### src/bridge_window_pkg.sv
// Offsets, field positions, reset values and states of the window slice
package bridge_window_pkg;
  localparam logic [7:0] SEC_STATUS_OFS = 8'h1C;
  localparam logic [7:0] MEM_WIN_OFS    = 8'h20;
  localparam logic [7:0] PREF_WIN_OFS   = 8'h24;
  localparam logic [7:0] PREF_BHI_OFS   = 8'h28;
  localparam logic [7:0] PREF_LHI_OFS   = 8'h2C;
  localparam logic [7:0] IO_HI_OFS      = 8'h30;
  localparam logic [7:0] CAP_PTR_OFS    = 8'h34;
  localparam logic [7:0] OPT_ROM_OFS    = 8'h38;
  localparam logic [7:0] IRQ_LINE_OFS   = 8'h3C;
  localparam logic [7:0] ERR_MASK_OFS   = 8'h40;

  localparam int ERR_FLAG_N   = 3;
  localparam int ERR_FLAG_LSB = 29;
  localparam int BASE_LSB     = 4;
  localparam int LIMIT_LSB    = 20;
  localparam int HALF_LSB     = 16;

  localparam logic [3:0]  MEM_LOW_CODE   = 4'h0;
  localparam logic [3:0]  PREF_LOW_CODE  = 4'h1;
  localparam logic [11:0] MEM_BASE_RST   = 12'h800;
  localparam logic [11:0] MEM_LIMIT_RST  = 12'h000;
  localparam logic [11:0] PREF_BASE_RST  = 12'h800;
  localparam logic [11:0] PREF_LIMIT_RST = 12'h000;
  localparam logic [31:0] UPPER_RST      = 32'h0000_0000;
  localparam logic [15:0] IO_HI_RST      = 16'h0000;
  localparam logic [7:0]  CAP_PTR_VAL    = 8'h80;
  localparam logic [31:0] OPT_ROM_VAL    = 32'h0000_0000;
  localparam logic [7:0]  IRQ_LINE_RST   = 8'h00;
  localparam logic [2:0]  ERR_FLAG_RST   = 3'h0;
  localparam logic [2:0]  ERR_MASK_RST   = 3'h0;

  typedef enum logic [2:0] {
    ST_IDLE = 3'b001,
    ST_ACC  = 3'b010,
    ST_RESP = 3'b100
  } apb_state_type;
endpackage : bridge_window_pkg

### src/error_flag_bank.sv
// Sticky error flags, set by events, cleared by writing one
`timescale 1ns/1ps
module error_flag_bank
  import bridge_window_pkg::*;
#(
  parameter int N = ERR_FLAG_N
) (
  input  wire logic         clk,     // Block clock
  input  wire logic         rst,     // Async reset, high
  input  wire logic [N-1:0] setIn,   // Event pulses
  input  wire logic [N-1:0] clrIn,   // Write-one-to-clear
  output logic      [N-1:0] flags    // Sticky flags
);
  logic [N-1:0] flags_reg;

  initial begin
    if (N < 1 || N > ERR_FLAG_N) begin
      $error("error_flag_bank: N out of range");
    end
  end

  // Set beats clear so a same-cycle event is kept
  always_ff @(posedge clk or posedge rst) begin
    if (rst) begin
      flags_reg <= N'(ERR_FLAG_RST);
    end else begin
      flags_reg <= (flags_reg & ~clrIn) | setIn;
    end
  end

  assign flags = flags_reg;
endmodule : error_flag_bank

### src/bridge_window_config_regs.sv
// Bridge window configuration registers behind an APB slave
// Function
// - Forward: secondary master abort sets flag
// - Reverse: unsupported-request completion sets flag
// - Forward: secondary SERR seen sets flag
// - Reverse: fatal/non-fatal message sets flag
// - Forward: address or data parity sets flag
// - Reverse: poisoned TLP sets parity flag
// - Prefetch base bits 15:4, reset 800h
// - Prefetch limit bits 31:20, reset 000h
// - Prefetch low nibbles read 0001
// - Prefetch base upper 32 bits, reset zero
// - Prefetch limit upper 32 bits, reset zero
// - I/O base upper half bits 15:0
// - I/O limit upper half bits 31:16
// - Capability pointer reads 80h, rest zero
// - Interrupt line writable byte, reset zero
`timescale 1ns/1ps
module bridge_window_config_regs
  import bridge_window_pkg::*;
#(
  parameter int ADDR_W = 8
) (
  input  wire logic              ref_clk,     // 40 MHz clock
  input  wire logic              sys_rst,     // Async reset, high
  input  wire logic              psel,        // APB select
  input  wire logic              penable,     // APB enable
  input  wire logic              pwrite,      // APB direction
  input  wire logic [ADDR_W-1:0] paddr,       // APB byte address
  input  wire logic [31:0]       pwdata,      // APB write data
  input  wire logic [3:0]        pstrb,       // APB byte strobes
  output logic      [31:0]       prdata,      // APB read data
  output logic                   pready,      // APB ready
  output logic                   pslverr,     // APB error
  input  wire logic              fwdMode,     // High: forward bridge
  input  wire logic              secMstAbort, // Sec master abort
  input  wire logic              priUrCpl,    // UR completion in
  input  wire logic              secSerrSeen, // Sec SERR asserted
  input  wire logic              secErrMsg,   // Fatal/non-fatal msg
  input  wire logic              addrParErr,  // Address parity err
  input  wire logic              dataParErr,  // Data parity err
  input  wire logic              poisonTlp,   // Poisoned TLP seen
  output logic                   irq,         // Error interrupt
  output logic      [11:0]       memBase,     // Memory window base
  output logic      [11:0]       memLimit,    // Memory window limit
  output logic      [11:0]       prefBase,    // Prefetch base
  output logic      [11:0]       prefLimit,   // Prefetch limit
  output logic      [31:0]       prefBaseHi,  // Prefetch base 63:32
  output logic      [31:0]       prefLimitHi, // Prefetch limit 63:32
  output logic      [15:0]       ioBaseHi,    // I/O base 31:16
  output logic      [15:0]       ioLimitHi,   // I/O limit 31:16
  output logic      [7:0]        irqLine      // Interrupt line
);
  apb_state_type state_reg;
  logic [31:0]   prdata_reg;
  logic          pready_reg;
  logic          pslverr_reg;
  logic          irq_reg;
  logic [11:0]   memBase_reg;
  logic [11:0]   memLimit_reg;
  logic [11:0]   prefBase_reg;
  logic [11:0]   prefLimit_reg;
  logic [31:0]   prefBaseHi_reg;
  logic [31:0]   prefLimitHi_reg;
  logic [15:0]   ioBaseHi_reg;
  logic [15:0]   ioLimitHi_reg;
  logic [7:0]    irqLine_reg;
  logic [2:0]    errMask_reg;
  logic [2:0]    errFlags;
  logic [2:0]    errSet;
  logic [2:0]    errClr;
  logic [7:0]    regAddr;
  logic          wrDone;
  logic [31:0]   memMerge;
  logic [31:0]   prefMerge;
  logic [32:0]   image;
  logic [31:0]   rdVal;
  logic          rdHit;

  initial begin
    if (ADDR_W < 7 || ADDR_W > 12) begin
      $error("bridge_window_config_regs: ADDR_W must be 7..12");
    end
  end

  // Byte-lane merge of write data into a register image
  function automatic logic [31:0] laneMerge(
    input logic [31:0] old,
    input logic [31:0] wd,
    input logic [3:0]  st
  );
    logic [31:0] res;
    res = old;
    for (int i = 0; i < 4; i++) begin
      if (st[i]) begin
        res[i*8 +: 8] = wd[i*8 +: 8];
      end
    end
    return res;
  endfunction : laneMerge

  // Image of the dword at an offset, with hit flag in bit 32
  function automatic logic [32:0] regImage(input logic [7:0] a);
    logic [32:0] r;
    r = 33'h0_0000_0000;
    case (a)
      SEC_STATUS_OFS: r = {1'b1, errFlags, 29'h0};
      MEM_WIN_OFS:    r = {1'b1, memLimit_reg, MEM_LOW_CODE,
                           memBase_reg, MEM_LOW_CODE};
      PREF_WIN_OFS:   r = {1'b1, prefLimit_reg, PREF_LOW_CODE,
                           prefBase_reg, PREF_LOW_CODE};
      PREF_BHI_OFS:   r = {1'b1, prefBaseHi_reg};
      PREF_LHI_OFS:   r = {1'b1, prefLimitHi_reg};
      IO_HI_OFS:      r = {1'b1, ioLimitHi_reg, ioBaseHi_reg};
      CAP_PTR_OFS:    r = {1'b1, 24'h00_0000, CAP_PTR_VAL};
      OPT_ROM_OFS:    r = {1'b1, OPT_ROM_VAL};
      IRQ_LINE_OFS:   r = {1'b1, 24'h00_0000, irqLine_reg};
      ERR_MASK_OFS:   r = {1'b1, errMask_reg, 29'h0};
      default:        r = 33'h0_0000_0000;
    endcase
    return r;
  endfunction : regImage

  // Offsets above the slice alias nothing; upper bits must be zero
  localparam int ADDR_USE = (ADDR_W > 8) ? 8 : ADDR_W;
  always_comb begin
    regAddr = 8'h00;
    regAddr[ADDR_USE-1:0] = paddr[ADDR_USE-1:0];
  end

  // Process, not assign: the image reads registers beyond its argument
  always_comb image = regImage(regAddr);
  assign rdHit  = image[32] && (paddr >> 8) == '0
                  && paddr[1:0] == 2'b00;
  assign rdVal  = image[31:0];
  assign wrDone = psel && penable && pready_reg && pwrite
                  && !pslverr_reg;
  assign memMerge  = laneMerge({memLimit_reg, 4'h0, memBase_reg, 4'h0}, pwdata, pstrb);
  assign prefMerge = laneMerge({prefLimit_reg, 4'h0, prefBase_reg, 4'h0}, pwdata, pstrb);

  // APB handshake: one wait cycle, answer stands one cycle
  always_ff @(posedge ref_clk or posedge sys_rst) begin
    if (sys_rst) begin
      state_reg   <= ST_IDLE;
      pready_reg  <= 1'b0;
      pslverr_reg <= 1'b0;
      prdata_reg  <= 32'h0000_0000;
    end else begin
      case (state_reg)
        ST_IDLE: begin
          pready_reg <= 1'b0;
          if (psel && !penable) begin
            state_reg <= ST_ACC;
          end
        end
        ST_ACC: begin
          if (psel && penable) begin
            pready_reg  <= 1'b1;
            pslverr_reg <= !rdHit;
            prdata_reg  <= (pwrite || !rdHit) ? 32'h0000_0000 : rdVal;
            state_reg   <= ST_RESP;
          end else if (!psel) begin
            state_reg <= ST_IDLE;
          end
        end
        ST_RESP: begin
          pready_reg  <= 1'b0;
          pslverr_reg <= 1'b0;
          state_reg   <= ST_IDLE;
        end
        default: begin
          pready_reg <= 1'b0;
          state_reg  <= ST_IDLE;
        end
      endcase
    end
  end

  // Mode selects which detector feeds each flag
  always_comb begin
    errSet[0] = fwdMode ? secMstAbort : priUrCpl;
    errSet[1] = fwdMode ? secSerrSeen : secErrMsg;
    errSet[2] = fwdMode ? (addrParErr || dataParErr) : poisonTlp;
    errClr    = 3'h0;
    if (wrDone && regAddr == SEC_STATUS_OFS && pstrb[3]) begin
      errClr = pwdata[31:29];
    end
  end

  error_flag_bank #(
    .N (ERR_FLAG_N)
  ) u_flags (
    .clk   (ref_clk),
    .rst   (sys_rst),
    .setIn (errSet),
    .clrIn (errClr),
    .flags (errFlags)
  );

  // Window registers; only lanes with a strobe change
  always_ff @(posedge ref_clk or posedge sys_rst) begin
    if (sys_rst) begin
      memBase_reg  <= MEM_BASE_RST;
      memLimit_reg <= MEM_LIMIT_RST;
      prefBase_reg  <= PREF_BASE_RST;
      prefLimit_reg <= PREF_LIMIT_RST;
    end else if (wrDone && regAddr == MEM_WIN_OFS) begin
      memLimit_reg <= memMerge[31:20];
      memBase_reg  <= memMerge[15:4];
    end else if (wrDone && regAddr == PREF_WIN_OFS) begin
      prefLimit_reg <= prefMerge[31:20];
      prefBase_reg  <= prefMerge[15:4];
    end
  end

  always_ff @(posedge ref_clk or posedge sys_rst) begin
    if (sys_rst) begin
      prefBaseHi_reg  <= UPPER_RST;
      prefLimitHi_reg <= UPPER_RST;
    end else if (wrDone && regAddr == PREF_BHI_OFS) begin
      prefBaseHi_reg <= laneMerge(prefBaseHi_reg, pwdata, pstrb);
    end else if (wrDone && regAddr == PREF_LHI_OFS) begin
      prefLimitHi_reg <= laneMerge(prefLimitHi_reg, pwdata, pstrb);
    end
  end

  always_ff @(posedge ref_clk or posedge sys_rst) begin
    if (sys_rst) begin
      ioBaseHi_reg  <= IO_HI_RST;
      ioLimitHi_reg <= IO_HI_RST;
    end else if (wrDone && regAddr == IO_HI_OFS) begin
      {ioLimitHi_reg, ioBaseHi_reg} <=
        laneMerge({ioLimitHi_reg, ioBaseHi_reg}, pwdata, pstrb);
    end
  end

  // Line byte is scratch only; the bridge never decodes it
  always_ff @(posedge ref_clk or posedge sys_rst) begin
    if (sys_rst) begin
      irqLine_reg <= IRQ_LINE_RST;
      errMask_reg <= ERR_MASK_RST;
    end else if (wrDone && regAddr == IRQ_LINE_OFS && pstrb[0]) begin
      irqLine_reg <= pwdata[7:0];
    end else if (wrDone && regAddr == ERR_MASK_OFS && pstrb[3]) begin
      errMask_reg <= pwdata[31:29];
    end
  end

  // Registered, so irq trails the flag by one cycle
  always_ff @(posedge ref_clk or posedge sys_rst) begin
    if (sys_rst) begin
      irq_reg <= 1'b0;
    end else begin
      irq_reg <= |(errFlags & errMask_reg);
    end
  end

  assign prdata      = prdata_reg;
  assign pready      = pready_reg;
  assign pslverr     = pslverr_reg;
  assign irq         = irq_reg;
  assign memBase     = memBase_reg;
  assign memLimit    = memLimit_reg;
  assign prefBase    = prefBase_reg;
  assign prefLimit   = prefLimit_reg;
  assign prefBaseHi  = prefBaseHi_reg;
  assign prefLimitHi = prefLimitHi_reg;
  assign ioBaseHi    = ioBaseHi_reg;
  assign ioLimitHi   = ioLimitHi_reg;
  assign irqLine     = irqLine_reg;
endmodule : bridge_window_config_regs

### config.mk
export PLATFORM = sky130hd
export DESIGN_NAME = bridge_window_config_regs
export DESIGN_NICKNAME = d
export VERILOG_FILES = /design/src/bridge_window_pkg.sv /design/src/error_flag_bank.sv /design/src/bridge_window_config_regs.sv
export SDC_FILE = /design/constraint.sdc
export NUM_CORES = 1
export LEC_CHECK = 0
export ABC_AREA = 0
export BUFFER_PORTS_ARGS = -buffer_cell sky130_fd_sc_hd__buf_2
export CORE_MARGIN = 4
export CORE_UTILIZATION = 40
export DETAILED_ROUTE_END_ITERATION = 10
export PLACE_DENSITY = 0.71
export SYNTH_ARGS = -nofsm -noshare
export SYNTH_HDL_FRONTEND = slang
export SYNTH_SLANG_ARGS = --single-unit
export TNS_END_PERCENT = 100
### constraint.sdc
create_clock -name ref_clk -period 7.4 [get_ports ref_clk]
set_clock_uncertainty 0.15 [all_clocks]
set_input_delay 0 -clock ref_clk [delete_from_list [all_inputs] [get_ports ref_clk]]
set_output_delay 0 -clock ref_clk [all_outputs]
set_load 0.005 [all_outputs]
==> metrics.txt <==
row cnt=54; total area of multi-input combinational cells=0.00382 sq mm; path type of the worst min-delay path=in -> reg; Top-Level Pins=244; layout cell share with drive strength beyond 1=50.7%; synthesized instance count=659; initial antenna violation count=1; remaining max-slew budget at the tightest pin=32.8%; unrepaired setup endpoints after global routing=false; post-synthesis simple-gate area fraction=8.70%; internal power summed over all cells=1.62 mW; Post-DRT Antenna Nets=0; routability congestion estimate from global placement=0.805; Layout fillers=1909; IR Drop Worst-Case VDD=0.000138 V; cell leakage power=5.88 nW; Max Root-Sink Buffers=2; Chip Width=157 um; Slowest-stage cell, CP=sky130_fd_sc_hd__nand2_2; number of nets in the final layout=1003; WL/cell=21.8 um; library cell with the highest instance count after synthesis=sky130_fd_sc_hd__dfrtp_1; total routing usage reported by global routing=21.8%; area added between synthesis and finish=29.2%; sum of negative setup slack=0 ns; Seq cells post-synth=196; height of the die=157 um; netlist area before placement=0.00886 sq mm; count of flip-flops with a built-in enable after synthesis=0; worst path required time=7.58 ns; Min-Delay Path Depth=3; part of the total power dissipated in the clock network=43.5%; actual transition at the worst max-transition pin=0.994 ns; clock tree root buffer cell=sky130_fd_sc_hd__clkbuf_16; number of nets in the synthesized netlist=716; area of the die=0.0246 sq mm; TritonCTS buffer count=17; portion of synthesized cell area occupied by the leading cell type=54.5%; xor/xnor share of the synthesized area=0.0989%; list of cells traversed by the critical path=nor4bb_1 -> nand2_2 -> inv_1 -> o2111ai_2 -> buf_4 -> o31ai_1; synthesized-area fraction occupied by adder cells=0%; Worst R2R End=prdata[0]$_DFFE_PP0P_; total number of vias=6916; Reg-to-Reg Start=state_reg[2]$_DFFE_PP0P_; worst stage delay on the critical path=0.57 ns; net switching power=0.486 mW; Port-buffer cells=243; Final Slew Violations=0; final antenna diode count=0; crit start category=flop; final worst path period need=2.62 ns; top post-synthesis cells by count=193 x sky130_fd_sc_hd__dfrtp_1, 172 x sky130_fd_sc_hd__mux2_2, 34 x sky130_fd_sc_hd__nand2_1; CP max FO=37; standard cell core area=0.0218 sq mm; effective utilization at floorplan=40.6%; pin count of the biggest net entering global routing=126; share of synthesized registers carrying an async set or reset=100%; H-tree lvl count=4; Final Cycle Share=35.4%; Vias/cell=5.59; number of warnings printed during yosys synthesis=0; register area=0.00491 sq mm; final setup violation count=0; worst setup path class=reg -> reg; first-pass GRT wire length=41100 um; status=finished clean; DRT iter0 DRCs=419; R2R Setup Slk=4.78 ns; clock transition time at the flip-flop clock pins of the worst setup and hold paths=0.07 ns; total half-perimeter wirelength after legalization and detailed placement=18800 um; complex-gate fraction of the synthesized area=10.5%; sequential fraction of the synthesis area=55.4%; first drt pass iteration count=6; power density over cell area=184 mW/mm^2; crit path DAT=2.80 ns; number of remaining DRC errors=0; switching share of power=23.0%; number of distinct standard cells referenced by the synthesized netlist=57; total power of the final layout=2.11 mW; TritonCTS clock tree=built; Worst Min Path Start=pwrite; max_cap viols=0; dominant combinational cell family by area after synthesis=multiplexers; logic gate share of total power=5.5%; top cells by area in the synthesized netlist=sky130_fd_sc_hd__dfrtp_1 55%, sky130_fd_sc_hd__mux2_2 22%, sky130_fd_sc_hd__a22o_1 2.2%; Primary FF master, synth=sky130_fd_sc_hd__dfrtp_1; final hold violations=0; hold worst-path end=prdata[2]$_DFFE_PP0P_; proportion of power drawn by flip-flops and latches=51.0%; leftover overflow at the end of global routing=0; f_max=381 MHz; Routed Wire Length=27000 um; clock tree sinks=196; via count of the first global-routing pass=6938; syn avg cell area=13.4 sq um; dominant cell type by area after synthesis=sky130_fd_sc_hd__dfrtp_1; mux contribution to synthesized area=23.5%; clock latency reported for the late side of the worst-skew pair=0.43 ns; number of cells traversed by the worst register-to-register path=6; crit end category=flop
==> cell usage in the layout (no fill, tap or decap), drive strengths merged, types with 9 or more instances in the layout <==
cell type	count
mux2i	9
a32oi	9
nand4	13
inv	10
mux2	177
a222oi	19
o21ai	21
dfrtp	193
nand2	35
nor2b	11
a22o	22
nor2	29
buf	251
clkbuf	20
dlygate4sd3	48
==> worst max-delay path, delay by kind of cell (launching register included) <==
family	cells	cell delay, ns
AOI/OAI and AO/OA	2	0.42
buffers and inverters	2	0.61
DFF	1	0.43
and+or+nand+nor	2	0.90
==> layout make-up <==
cell class / count / share of cell area (%)
multi-input cells: 425 / 33.4
repair buffers: 299 / 15.3
inverters: 7 / 0.295
clock inverters: 11 / 1.12
clock buffers: 20 / 3.90
well taps: 280 / 3.06
flip-flops and latches: 196 / 42.9
==> how the worst max path moves through the flow <==
stage	slack, ns	to	from
2_1_floorplan	1.91	errMask_reg[0]$_DFFE_PP0P_	sys_rst
3_3_place_gp	4.70	ioLimitHi[8]$_DFFE_PP0P_	paddr[4]
3_5_place_dp	4.73	ioLimitHi[14]$_DFFE_PP0P_	paddr[5]
4_1_cts	4.77	prdata[0]$_DFFE_PP0P_	state_reg[2]$_DFFE_PP0P_
5_1_grt	4.59	prdata[0]$_DFFE_PP0P_	state_reg[2]$_DFFE_PP0P_
6_report	4.78	prdata[0]$_DFFE_PP0P_	state_reg[2]$_DFFE_PP0P_
==> kinds of logic (layout without fill, tap and decap cells) <==
family | after synthesis | count (layout)
flip-flops | 196 | 196
multiplexers | 186 | 186
AND/OR/NAND/NOR | 121 | 121
AO/OA/AOI/OAI | 117 | 117
buffers and inverters | 38 | 337
XOR/XNOR | 1 | 1
==> layer usage <==
metal / vias up / routed length, um / track usage (%)
li1: 3092 / - / -
met1: 3518 / 11600 / 29.9
met2: 272 / 12700 / 34.8
met3: 32 / 2180 / 5.31
met4: 2 / 467 / 5.83
met5: - / 7 / 0
==> through the flow <==
step                      instances  hold slack (ns)  worst slack [ns]  util [%]  area, sq um
after global placement         1159           0.0720              4.70      47.6        10400
after detailed placement       1159           0.0839              4.73      47.6        10400
after CTS                      1238         0.000102              4.77      52.4        11400
final                          1238           0.0133              4.78      52.4        11400
after global routing           1238           0.0284              4.59      52.4        11400
after floorplan                 659          -0.0806              1.91         -         8860
==> power groups by stage <==
stage,registers [mW],logic [mW],clock network [mW]
after global placement,1.10,0.0959,0
final,1.08,0.115,0.918
after detailed placement,1.10,0.0964,0
after global routing,1.08,0.127,0.982
after CTS,1.08,0.116,0.934
after floorplan,1.10,0.0482,0
==> what timing repair did <==
item,in CTS,in global routing
buffers inserted,0,0
endpoints found under the hold margin,283,0
resized for setup,0,0
hold buffers,48,0
Power figures use the tool's default switching activity.
